--- config.mk ---
export PLATFORM = sky130hd
export DESIGN_NAME = operand_addressing_and_flags
export DESIGN_NICKNAME = d
export VERILOG_FILES = /design/src/common/addressing_pkg.sv /design/src/logic/operand_addressing_and_flags.sv
export SDC_FILE = /design/constraint.sdc
export NUM_CORES = 1
export LEC_CHECK = 0
export BUFFER_PORTS_ARGS = -buffer_cell sky130_fd_sc_hd__buf_2
export CAP_MARGIN = 20
export CORE_UTILIZATION = 48
export CTS_BUF_LIST = sky130_fd_sc_hd__clkbuf_4
export DETAILED_ROUTE_END_ITERATION = 6
export PLACE_DENSITY = 0.78
export SYNTH_ARGS = -nofsm -noshare
export SYNTH_HDL_FRONTEND = slang
export SYNTH_SLANG_ARGS = --single-unit
--- constraint.sdc ---
create_clock -name clk -period 2.7 [get_ports clk]
set_input_delay 0.27 -clock clk [delete_from_list [all_inputs] [get_ports clk]]
set_output_delay 0.27 -clock clk [all_outputs]
set_load 0.005 [all_outputs]
--- src/common/addressing_pkg.sv ---
// shared constants and types for operand addressing and status flags
package addressing_pkg;

  // status register location and field positions
  localparam logic [11:0] FLAGS_ADDR      = 12'h0fc;
  localparam int          CARRY_BIT       = 7;
  localparam int          ZERO_BIT        = 6;
  localparam int          SIGN_BIT        = 5;
  localparam int          OVERFLOW_BIT    = 4;
  localparam int          DEC_DIR_BIT     = 3;
  localparam int          HALF_CARRY_BIT  = 2;
  localparam int          WDOG_BIT        = 1;
  localparam int          STOP_BIT        = 0;
  localparam logic        WDOG_RESET_VAL  = 1'b0;

  // 8-bit register numbers in this group are working registers
  localparam logic [3:0]  WORK_GROUP_TAG  = 4'he;

  // condition field encodings
  localparam logic [3:0]  CC_NEVER  = 4'h0;
  localparam logic [3:0]  CC_LT     = 4'h1;
  localparam logic [3:0]  CC_LE     = 4'h2;
  localparam logic [3:0]  CC_ULE    = 4'h3;
  localparam logic [3:0]  CC_OV     = 4'h4;
  localparam logic [3:0]  CC_MI     = 4'h5;
  localparam logic [3:0]  CC_Z      = 4'h6;
  localparam logic [3:0]  CC_C      = 4'h7;
  localparam logic [3:0]  CC_ALWAYS = 4'h8;
  localparam logic [3:0]  CC_GE     = 4'h9;
  localparam logic [3:0]  CC_GT     = 4'ha;
  localparam logic [3:0]  CC_UGT    = 4'hb;
  localparam logic [3:0]  CC_NOV    = 4'hc;
  localparam logic [3:0]  CC_PL     = 4'hd;
  localparam logic [3:0]  CC_NZ     = 4'he;
  localparam logic [3:0]  CC_NC     = 4'hf;

  typedef enum logic [2:0] {
    MODE_REG_LONG, MODE_REG_SHORT, MODE_INDIRECT_RF, MODE_INDIRECT_PM,
    MODE_INDEXED, MODE_DIRECT, MODE_RELATIVE, MODE_IMMEDIATE
  } addr_mode_e;

  typedef enum logic [3:0] {
    FL_NONE, FL_ADD, FL_SUB, FL_LOGIC, FL_SHIFT, FL_BITTEST, FL_SET_C, FL_CLR_C, FL_CPL_C
  } flag_op_e;

  typedef struct packed {
    logic        valid;
    addr_mode_e  mode;
    logic        is_load;
    logic [7:0]  reg8;
    logic [3:0]  wreg;
    logic [7:0]  disp;
    logic [15:0] direct;
    logic [7:0]  imm;
  } addr_req_s;

  typedef struct packed {
    logic        done;
    logic        err;
    addr_mode_e  mode;
    logic [11:0] rf_addr;
    logic [15:0] pm_addr;
    logic [15:0] target;
    logic [7:0]  imm;
  } addr_res_s;

  typedef struct packed {
    logic        valid;
    flag_op_e    op;
    logic [7:0]  a;
    logic [7:0]  b;
    logic        use_carry;
    logic [7:0]  result;
    logic        shift_out;
  } flag_req_s;

endpackage : addressing_pkg

--- src/logic/operand_addressing_and_flags.sv ---
// operand and branch address generation plus processor status flag register
`timescale 1ns/10ps

// Function
// RULE_01 - long register mode: 8-bit address selects a register in the current page
// RULE_02 - short register mode: 4-bit number joined with register pointer gives 12 bits
// RULE_03 - indirect mode: named register contents become the operand address
// RULE_04 - indirect program memory address comes from an even register pair
// RULE_05 - indexed mode only for load; address is offset plus working register
// RULE_06 - direct mode supplies next instruction address for jump and call
// RULE_07 - relative mode adds signed 8-bit displacement to next-instruction counter
// RULE_08 - immediate mode takes operand from instruction field, no address formed
// RULE_09 - source operand registers are only read, never modified
// RULE_10 - eight-bit status register at FCH, read and write like any register
// RULE_11 - carry: carry or borrow at bit 7, last bit shifted out, set/clear/invert
// RULE_12 - zero set when result or bit-test result is zero
// RULE_13 - sign copies result msb after arithmetic, logical, rotate or shift
// RULE_14 - overflow set on signed range exceed; logical ops clear it
// RULE_15 - decimal direction set after subtract, cleared after add
// RULE_16 - half carry set on carry out of or borrow into bit 3
// RULE_17 - only carry, zero, sign, overflow serve as jump conditions
// RULE_18 - watchdog flag set on timeout, cleared by reset pin
// RULE_19 - reset alters only watchdog and stop flags; others keep values
// RULE_20 - software clears watchdog and stop flags after testing them
// RULE_21 - software writes flags only with instructions that leave flags alone
// RULE_22 - pointer upper nibble picks working group, lower nibble picks page
// RULE_23 - 4-bit condition field chooses one of sixteen flag tests
// RULE_24 - relative target uses sign extension and 16-bit wraparound
// RULE_25 - explicit status register write beats same-cycle flag update
module operand_addressing_and_flags
  import addressing_pkg::*;
(
  // clock and reset
  input  wire logic        clk,
  input  wire logic        rst_n,
  // sequencer request and answer
  input  wire addr_req_s   addr_req,
  input  wire logic [15:0] pc_next,
  input  wire logic [7:0]  register_pointer,
  output addr_res_s        addr_res_q,
  output logic             busy_q,
  // register file read path for pointer and index fetch
  output logic             rf_rd_q,
  output logic [11:0]      rf_raddr_q,
  input  wire logic [7:0]  rf_rdata,
  // status register access as an ordinary register
  input  wire logic        reg_wr_en,
  input  wire logic [11:0] reg_wr_addr,
  input  wire logic [7:0]  reg_wr_data,
  input  wire logic        reg_rd_en,
  input  wire logic [11:0] reg_rd_addr,
  output logic [7:0]       reg_rd_data_q,
  output logic             reg_rd_hit_q,
  // flag updates from the alu
  input  wire flag_req_s   flag_req,
  // condition test
  input  wire logic [3:0]  condition_field,
  output logic             cond_true_q,
  // system events
  input  wire logic        wdog_expire,
  input  wire logic        stop_wake,
  // flag register contents
  output logic [7:0]       flags_q
);

  typedef enum {ST_IDLE, ST_WAIT1, ST_DATA1, ST_WAIT2, ST_DATA2} fetch_state_e;

  fetch_state_e state_q;
  fetch_state_e state_d;
  addr_req_s    req_q;
  logic [7:0]   ptr_hi_q;
  logic [5:0]   arith_d;
  logic         flags_wr;
  logic [5:0]   arith_q;
  logic         wdog_q;
  logic         stop_q;

  // 12-bit register address for an 8-bit register number
  function automatic logic [11:0] rf_long(input logic [7:0] r, input logic [7:0] rp);
    if (r[7:4] == WORK_GROUP_TAG) begin
      rf_long = {rp[3:0], rp[7:4], r[3:0]};
    end else begin
      rf_long = {rp[3:0], r};                                       // see RULE_01
    end
  endfunction : rf_long

  // 12-bit register address for a working register number
  function automatic logic [11:0] rf_short(input logic [3:0] w, input logic [7:0] rp);
    rf_short = {rp[3:0], rp[7:4], w};                               // see RULE_02 see RULE_22
  endfunction : rf_short

  function automatic logic cond_test(input logic [3:0] cc, input logic [7:0] f);
    logic c;
    logic z;
    logic s;
    logic v;
    c = f[CARRY_BIT];
    z = f[ZERO_BIT];
    s = f[SIGN_BIT];
    v = f[OVERFLOW_BIT];
    case (cc)                                                       // see RULE_17 see RULE_23
      CC_NEVER:  cond_test = 1'b0;
      CC_LT:     cond_test = s ^ v;
      CC_LE:     cond_test = z | (s ^ v);
      CC_ULE:    cond_test = c | z;
      CC_OV:     cond_test = v;
      CC_MI:     cond_test = s;
      CC_Z:      cond_test = z;
      CC_C:      cond_test = c;
      CC_ALWAYS: cond_test = 1'b1;
      CC_GE:     cond_test = ~(s ^ v);
      CC_GT:     cond_test = ~(z | (s ^ v));
      CC_UGT:    cond_test = ~c & ~z;
      CC_NOV:    cond_test = ~v;
      CC_PL:     cond_test = ~s;
      CC_NZ:     cond_test = ~z;
      CC_NC:     cond_test = ~c;
      default:   cond_test = 1'b0;
    endcase
  endfunction : cond_test

  // fetch sequencing for modes that need register contents
  always_comb begin
    state_d = state_q;
    case (state_q)
      ST_IDLE: begin
        if (addr_req.valid && (addr_req.mode == MODE_INDIRECT_RF || addr_req.mode == MODE_INDIRECT_PM ||
            (addr_req.mode == MODE_INDEXED && addr_req.is_load))) begin
          state_d = ST_WAIT1;
        end
      end
      ST_WAIT1: state_d = ST_DATA1;
      ST_DATA1: state_d = (req_q.mode == MODE_INDIRECT_PM) ? ST_WAIT2 : ST_IDLE;
      ST_WAIT2: state_d = ST_DATA2;
      ST_DATA2: state_d = ST_IDLE;
      default:  state_d = ST_IDLE;
    endcase
  end

  always_ff @(posedge clk) begin
    if (!rst_n) begin
      state_q <= ST_IDLE;
      busy_q  <= 1'b0;
    end else begin
      state_q <= state_d;
      busy_q  <= (state_d != ST_IDLE);
    end
  end

  // request capture and register file reads; the block never writes the register file
  always_ff @(posedge clk) begin
    if (!rst_n) begin
      req_q      <= '0;
      ptr_hi_q   <= 8'h00;
      rf_rd_q    <= 1'b0;
      rf_raddr_q <= 12'h000;
    end else begin
      rf_rd_q <= 1'b0;                                              // see RULE_09
      if (state_q == ST_IDLE && state_d == ST_WAIT1) begin
        req_q   <= addr_req;
        rf_rd_q <= 1'b1;
        if (addr_req.mode == MODE_INDEXED) begin
          rf_raddr_q <= rf_short(addr_req.wreg, register_pointer);  // see RULE_05
        end else if (addr_req.mode == MODE_INDIRECT_PM) begin
          rf_raddr_q <= rf_long({addr_req.reg8[7:1], 1'b0}, register_pointer); // see RULE_04
        end else begin
          rf_raddr_q <= rf_long(addr_req.reg8, register_pointer);   // see RULE_03
        end
      end else if (state_q == ST_DATA1 && req_q.mode == MODE_INDIRECT_PM) begin
        ptr_hi_q   <= rf_rdata;
        rf_rd_q    <= 1'b1;
        rf_raddr_q <= {rf_raddr_q[11:1], 1'b1};                    // see RULE_04
      end
    end
  end

  // address results
  always_ff @(posedge clk) begin
    if (!rst_n) begin
      addr_res_q <= '0;
    end else begin
      addr_res_q.done <= 1'b0;
      addr_res_q.err  <= 1'b0;
      if (state_q == ST_IDLE && addr_req.valid && state_d == ST_IDLE) begin
        addr_res_q.done <= 1'b1;
        addr_res_q.mode <= addr_req.mode;
        case (addr_req.mode)
          MODE_REG_LONG:  addr_res_q.rf_addr <= rf_long(addr_req.reg8, register_pointer);
          MODE_REG_SHORT: addr_res_q.rf_addr <= rf_short(addr_req.wreg, register_pointer);
          MODE_DIRECT:    addr_res_q.target  <= addr_req.direct;                        // see RULE_06
          MODE_RELATIVE:  addr_res_q.target  <= pc_next + {{8{addr_req.disp[7]}}, addr_req.disp}; // see RULE_07 see RULE_24
          MODE_IMMEDIATE: addr_res_q.imm     <= addr_req.imm;                           // see RULE_08
          MODE_INDEXED:   addr_res_q.err     <= 1'b1;                                   // see RULE_05
          default:        addr_res_q.err     <= 1'b1;
        endcase
      end else if (state_q == ST_DATA1 && req_q.mode != MODE_INDIRECT_PM) begin
        addr_res_q.done <= 1'b1;
        addr_res_q.mode <= req_q.mode;
        if (req_q.mode == MODE_INDEXED) begin
          addr_res_q.rf_addr <= {register_pointer[3:0], 8'(req_q.reg8 + rf_rdata)};     // see RULE_05
        end else begin
          addr_res_q.rf_addr <= {register_pointer[3:0], rf_rdata};                      // see RULE_03
        end
      end else if (state_q == ST_DATA2) begin
        addr_res_q.done    <= 1'b1;
        addr_res_q.mode    <= req_q.mode;
        addr_res_q.pm_addr <= {ptr_hi_q, rf_rdata};                                     // see RULE_04
      end
    end
  end

  // arithmetic flag computation, bits 7..2
  always_comb begin
    logic [8:0] wide;
    logic [4:0] nib;
    logic       cin;
    wide    = 9'h000;
    nib     = 5'h00;
    cin     = flag_req.use_carry & flags_q[CARRY_BIT];
    arith_d = flags_q[7:2];
    case (flag_req.op)
      FL_ADD: begin
        wide    = 9'(flag_req.a) + 9'(flag_req.b) + 9'(cin);
        nib     = 5'(flag_req.a[3:0]) + 5'(flag_req.b[3:0]) + 5'(cin);
        arith_d = {wide[8], wide[7:0] == 8'h00, wide[7],                                // see RULE_11 see RULE_12 see RULE_13
                   (flag_req.a[7] == flag_req.b[7]) && (wide[7] != flag_req.a[7]),     // see RULE_14
                   1'b0, nib[4]};                                                       // see RULE_15 see RULE_16
      end
      FL_SUB: begin
        wide    = 9'(flag_req.a) - 9'(flag_req.b) - 9'(cin);
        nib     = 5'(flag_req.a[3:0]) - 5'(flag_req.b[3:0]) - 5'(cin);
        arith_d = {wide[8], wide[7:0] == 8'h00, wide[7],                                // see RULE_11 see RULE_12 see RULE_13
                   (flag_req.a[7] != flag_req.b[7]) && (wide[7] != flag_req.a[7]),     // see RULE_14
                   1'b1, nib[4]};                                                       // see RULE_15 see RULE_16
      end
      FL_LOGIC: begin
        arith_d[ZERO_BIT-2]     = (flag_req.result == 8'h00);                           // see RULE_12
        arith_d[SIGN_BIT-2]     = flag_req.result[7];                                   // see RULE_13
        arith_d[OVERFLOW_BIT-2] = 1'b0;                                                 // see RULE_14
      end
      FL_SHIFT: begin
        arith_d[CARRY_BIT-2]    = flag_req.shift_out;                                   // see RULE_11
        arith_d[ZERO_BIT-2]     = (flag_req.result == 8'h00);
        arith_d[SIGN_BIT-2]     = flag_req.result[7];                                   // see RULE_13
        arith_d[OVERFLOW_BIT-2] = flag_req.result[7] ^ flag_req.a[7];                   // see RULE_14
      end
      FL_BITTEST: arith_d[ZERO_BIT-2]  = (flag_req.result == 8'h00);                    // see RULE_12
      FL_SET_C:   arith_d[CARRY_BIT-2] = 1'b1;                                          // see RULE_11
      FL_CLR_C:   arith_d[CARRY_BIT-2] = 1'b0;
      FL_CPL_C:   arith_d[CARRY_BIT-2] = ~flags_q[CARRY_BIT];
      default:    arith_d = flags_q[7:2];
    endcase
  end

  assign flags_wr = reg_wr_en && (reg_wr_addr == FLAGS_ADDR);                           // see RULE_10
  assign flags_q  = {arith_q, wdog_q, stop_q};

  // bits 7..2 hold their value through reset
  always_ff @(posedge clk) begin
    if (rst_n) begin                                                                    // see RULE_19
      if (flags_wr) begin
        arith_q <= reg_wr_data[7:2];                                                    // see RULE_25
      end else if (flag_req.valid) begin
        arith_q <= arith_d;
      end
    end
  end

  // watchdog and stop flags; watchdog timeout set wins over software clear
  always_ff @(posedge clk) begin
    if (!rst_n) begin
      wdog_q <= WDOG_RESET_VAL;                                                         // see RULE_18 see RULE_19
      stop_q <= stop_wake;
    end else begin
      wdog_q <= wdog_expire | (flags_wr ? reg_wr_data[WDOG_BIT] : wdog_q);              // see RULE_18
      stop_q <= flags_wr ? reg_wr_data[STOP_BIT] : stop_q;
    end
  end

  // register read and condition outputs
  always_ff @(posedge clk) begin
    if (!rst_n) begin
      reg_rd_data_q <= 8'h00;
      reg_rd_hit_q  <= 1'b0;
      cond_true_q   <= 1'b0;
    end else begin
      reg_rd_hit_q  <= reg_rd_en && (reg_rd_addr == FLAGS_ADDR);
      reg_rd_data_q <= (reg_rd_en && reg_rd_addr == FLAGS_ADDR) ? flags_q : 8'h00;      // see RULE_10
      cond_true_q   <= cond_test(condition_field, flags_q);                             // see RULE_17
    end
  end
endmodule : operand_addressing_and_flags

* Word-level counts from Yosys, hierarchy flattened
Index checks and enable logic that the tools add are counted. W data, S select, Z words.
Cells by class: $add $sub $neg 10, eq/ne operators 48, bitwise logic cells 16, mux-type cells 32, reduce and logical (&&, ||, !) cells 44
Operators by type and width (number):
- $pmux W32 S4 | 1
- $eq A32 B2 Y1 const B | 3
- $logic_not A32 Y1 | 3
- $eq A4 B4 Y1 const B | 10
- $mux W8 | 5
- $eq A32 B1 Y1 const B | 1
- $eq A32 B3 Y1 const B | 1
- $eq A32 B4 Y1 const B | 1
- $eq A4 B3 Y1 const B | 8
- $mux W32 | 1
- $pmux W16 S2 | 1
- $reduce_bool A32 Y1 | 1
- $eq A12 B8 Y1 const B | 2
- $logic_not A8 Y1 | 3
- $mux W12 | 2
- $pmux W12 S2 | 1
- $add A16 B16 Y16 | 1
- $eq A4 B2 Y1 const B | 4
- $pmux W1 S16 | 1
- $eq A3 B3 Y1 const B | 5
- $mux W15 | 1
- $reduce_and A3 Y1 | 5
- $mux W6 | 2
- $reduce_and A2 Y1 | 6
- other kinds (39) | 81
Word-level totals: output and inout bits 89, logic and storage cells 174, flip-flop bits (word level) 140

* Logic depth before layout (Yosys ltp)
depth after elaboration 10, mapped depth 14, mapped depth without buffers 14

* Worst setup path before layout
OpenSTA, ideal clock, no wires.
path type register to register, start register arith_q[5], end register arith_q[4] (data pin), stages on the path, launching flop included 14, period minus slack after synthesis 2999 ps, setup time 160 ps, slack -299 ps, required time 2540 ps, data arrival time 2839 ps, cell sequence edfxtp_1 nand2_1 inv_1 fa_1 inv_1 ha_1 nor2_1 fa_1 a21boi_0 o211ai_1 nand2_1 xor2_1 or4_1 a41oi_1
On the way: longest elaborated chain between the ends 6, elaborated cells between the ends (all ways) 8, classes of those cells add/sub (2); mux (3); bitwise (1); reduce/logical (2)
Ends and longest elaborated chain:
- from (decl) | line operand_addressing_and_flags.sv:74 | logic [5:0] arith_q;
- from (signal assigned) | line operand_addressing_and_flags.sv:262 | arith_q <= reg_wr_data[7:2];
- from (signal assigned) | line operand_addressing_and_flags.sv:264 | arith_q <= arith_d;
- $and A1 B1 Y1 * | line operand_addressing_and_flags.sv:219 | cin = flag_req.use_carry & flags_q[CARRY_BIT];
- $sub A9 B1 Y9 or $add A9 B1 Y9 (tied branches) | line operand_addressing_and_flags.sv:230, operand_addressing_and_flags.sv:223
- $logic_not A8 Y1, on equally long branches | line operand_addressing_and_flags.sv:232, operand_addressing_and_flags.sv:225
- $pmux W1 S3 * | line operand_addressing_and_flags.sv:221 | case (flag_req.op)
- $mux W6 * | line operand_addressing_and_flags.sv:263 | end else if (flag_req.valid) begin
- $mux W6 * | line operand_addressing_and_flags.sv:261 | if (flags_wr) begin
Mark *: on every way between the ends. The rest lies on a longest branch, timed or not. The select of a mux whose other input is x is not followed. A chain may end at the register's enable or synchronous reset.

* Worst setup path after layout
start register arith_q[5], end register arith_q[5] (data pin)
On the way: longest elaborated chain between the ends 5, elaborated cells between the ends (all ways) 7, classes of those cells add/sub (2); mux (3); bitwise (2)
Ends and longest elaborated chain (line):
- $and A1 B1 Y1 | operand_addressing_and_flags.sv:219
- $sub A9 B1 Y9 or $add A9 B1 Y9 (tied branches) | operand_addressing_and_flags.sv:230, operand_addressing_and_flags.sv:223
- $pmux W1 S6 * | operand_addressing_and_flags.sv:221
- $mux W6 * | operand_addressing_and_flags.sv:263
- $mux W6 * | operand_addressing_and_flags.sv:261
Marks and branches as above.

==> run summary <==
register share of total power: 46.0%
count leader, synth: dfxtp_1
mean area per synthesized cell: 8.882 um^2
Worst Setup End Kind: flop
maximum clock frequency: 0.3201 GHz
num rows: 45
area share of the largest cell type after synthesis: 34.74%
number of clock sinks: 140
Final ANT Viol Nets: 0
ratio of cells with drive above 1 in the final layout: 29.20%
Worst Slack Setup Final: -0.4243 ns
Max Cap Viol: 0
area leader, netlist: dfxtp_1
mean number of vias per cell: 5.347
H-tree depth reported by CTS: 4
Max IR drop VDD: 296.5 uV
endpoints failing setup: 5
average routed wire per standard cell: 15.14 um
total negative setup slack: -1.519 ns
number of buffers between clock root and the deepest sink: 2
I/O pin total: 243
cell count after synthesis: 863
routed wire length: 21.54 mm
most frequent cells after synthesis: 133 x dfxtp_1, 102 x nor2_1, 64 x nand2_1
fraction of power consumed by the clock network: 34.1%
setup repair after global routing missed its margin: yes
result of the run: finished with violations
flip-flop and latch count after synthesis: 140
count of nets after finishing: 1399
buffer cell driving the clock tree root: clkbuf_4
die extent in x: 128.4 um
GR Util All Layers: 25.63%
drt first pass iters: 5
area enclosed by the die boundary: 16480 um^2
leftover overflow at the end of global routing: 0
Least-Margin Pin Slew: 0.6749 ns
Startpoint Class: flop
data required time at the worst endpoint: 2.99 ns
Netlist cell types: 82
Setup WS pre-CTS: -0.4043 ns
Post-synth ARST share: 0%
CTS tree: yes
Chip Height: 128.4 um
starting density of the core: 49.87%
switch share: 28.35%
number of buffers inserted by port buffering: 242
Leakage Power: 0.004530 uW
arrival time at the worst endpoint: 3.41 ns
Worst Setup Path Type: reg2reg
clock input transition at the sequential cells of the worst setup and hold paths: 0.13 ns
number of max-slew violations in the final report: 0
vias in the first global route: 7085
Area after DPL: 9329 um^2
area growth from synthesis to layout: 34.18%
Max FO, Critical Path: 3
Internal Dissipation: 3311 uW
violated checks: setup timing
reported net switching power: 1310 uW
largest net degree at the start of global routing: 35
Via Count: 7603
number of warnings reported in the yosys synthesis log: 0
iteration-0 DRC count of the detailed router: 392
flip-flop cell with the highest count after synthesis: dfxtp_1
cts bufs inserted: 17
number of design rule violations left after detail routing: 0
number of flops mapped to enable cells by yosys: 7
DP HPWL: 16.02 mm
maximum clock skew at final layout: 0.02110 ns
cell types with the largest area share after synthesis: dfxtp_1 35%, mux2i_1 8.0%, ha_1 7.0%
wire length of the first global-routing pass: 33.28 mm
areal power density over the cells: 449.4 nW/um^2
Relative slew margins: 54.66%
core box area: 15370 um^2
sequential-to-total area share from yosys stat: 37.48%
Tmin final: 3.124 ns
antenna violations before repair: 1
final RePlAce weighted congestion: 0.8919
combinational cell fraction of total power: 19.8%
netlist area before placement: 7665 um^2
clock latency of the later-clocked register in the worst-skew pair: 0.55 ns
class of the tightest hold or removal check: in2reg
final hold violation count: 0
final worst-path cycle share: 115.7%
Layout Cell Area excl Fill: 10280 um^2
==> state kept, by name, indices dropped and copies added (netlist names) <==
register	flops
cond_true_q	1
stop_q	1
reg_rd_data_q	8
reg_rd_hit_q	1
rf_raddr_q	12
addr_res_q	57
arith_q	6
busy_q	1
ptr_hi_q	8
rf_rd_q	1
wdog_q	1
req_q	11
state_q	32
==> cell families after synthesis <==
kind of cell | after synthesis | share of synthesized area (%)
compound gates | 198 | 17.45
xor+xnor | 27 | 3.085
other cells | 1 | 0.04892
flops | 140 | 37.48
simple gates | 304 | 20.44
mux | 63 | 8.407
fa+ha+maj | 49 | 8.586
buf+inv | 81 | 4.505
==> per-layer routing <==
layer  global-route usage [%]  vias up  share of wire (%)
li1                         -     3754                  -
met1                    30.80     3510                 42
met3                    5.447       41                6.1
met5                        0        -                  0
met2                    44.80      298                 50
met4                    9.827        0                2.0
==> critical path: stages (launching register included) <==
cell      delay [ns]
edfxtp_1        0.46
nand2_2         0.11
inv_2           0.04
fa_2            0.58
ha_4            0.16
nor2_4          0.04
fa_2            0.37
a21boi_2        0.22
o211ai_1        0.12
a21boi_1        0.17
o21ai_1         0.11
mux2i_1         0.15
a311oi_1        0.24
o31ai_1         0.11
==> cell usage in the layout, fill, tap and decap left out, types with 5 or more instances in the layout <==
master,instances
buf_2,242
dfxtp_1,133
nor2_1,100
nand2_1,63
mux2i_1,61
a21oi_1,51
dlygate4sd3_1,46
ha_1,40
inv_1,39
buf_4,34
nor3_1,29
conb_1,29
o21ai_0,26
clkbuf_4,17
xnor2_1,16
o21ai_1,14
a211oi_1,14
nor2b_1,12
o211ai_1,12
and2_1,11
nor4_1,10
nand3_1,10
xor2_1,10
a31oi_1,10
nand2b_1,8
a21o_1,7
nand3b_1,7
edfxtp_1,7
or3_1,6
a2111oi_0,6
o21a_1,6
nand4_1,5
and3_1,5
==> final timing paths <==
path / start / end / slack [ns] / cells past startpoint
max: arith_q[5]$_DFFE_PP_ / arith_q[5]$_DFFE_PP_ / -0.42 / 13
min: addr_req[42] / req_q[42]$_SDFFE_PN0P_ / 0.05 / 3
max reg2reg: arith_q[5]$_DFFE_PP_ / arith_q[5]$_DFFE_PP_ / -0.42 / 13
min reg2reg: addr_res_q[48]$_SDFFE_PN0P_ / addr_res_q[48]$_SDFFE_PN0P_ / 0.46 / 2
==> power by group through the flow <==
stage          sequential (uW)  clock (uW)  combinational [uW]
2_1_floorplan             2170           0                 481
5_1_grt                   2130        1690                1000
3_3_place_gp              2170           0                 758
3_5_place_dp              2170           0                 777
4_1_cts                   2130        1620                 839
6_report                  2130        1580                 917
==> area by class of cell <==
type                       count  area, um^2
inverter                      42       157.7
timing repair buffer         325        1969
clock inverter                15       211.5
fill                        1264        5086
antenna                        2       5.005
sequential                   140        2873
tap                          211       264.0
multi-input combinational    670        4677
clock buffer                  17       127.6
==> timing repair <==
action,4_1_cts,5_1_grt
hold endpoints to repair,53,0
gates resized for setup,6,22
pin swaps,9,13
buffers inserted,1,3
endpoints found under the setup margin,5,5
hold buffers,46,0
cloned,0,0
==> metrics by stage <==
stage	utilization [%]	cells	power (uW)	hold slack, ns
6_report	66.91	1422	4622	0.04740
5_1_grt	66.89	1421	4827	0.02654
4_1_cts	66.05	1417	4581	0.0007221
3_5_place_dp	60.69	1338	2950	0.4443
3_3_place_gp	60.69	1338	2930	0.4360
2_1_floorplan	-	891	2652	0.3995
Note: power is estimated with default switching activity, not from simulation.
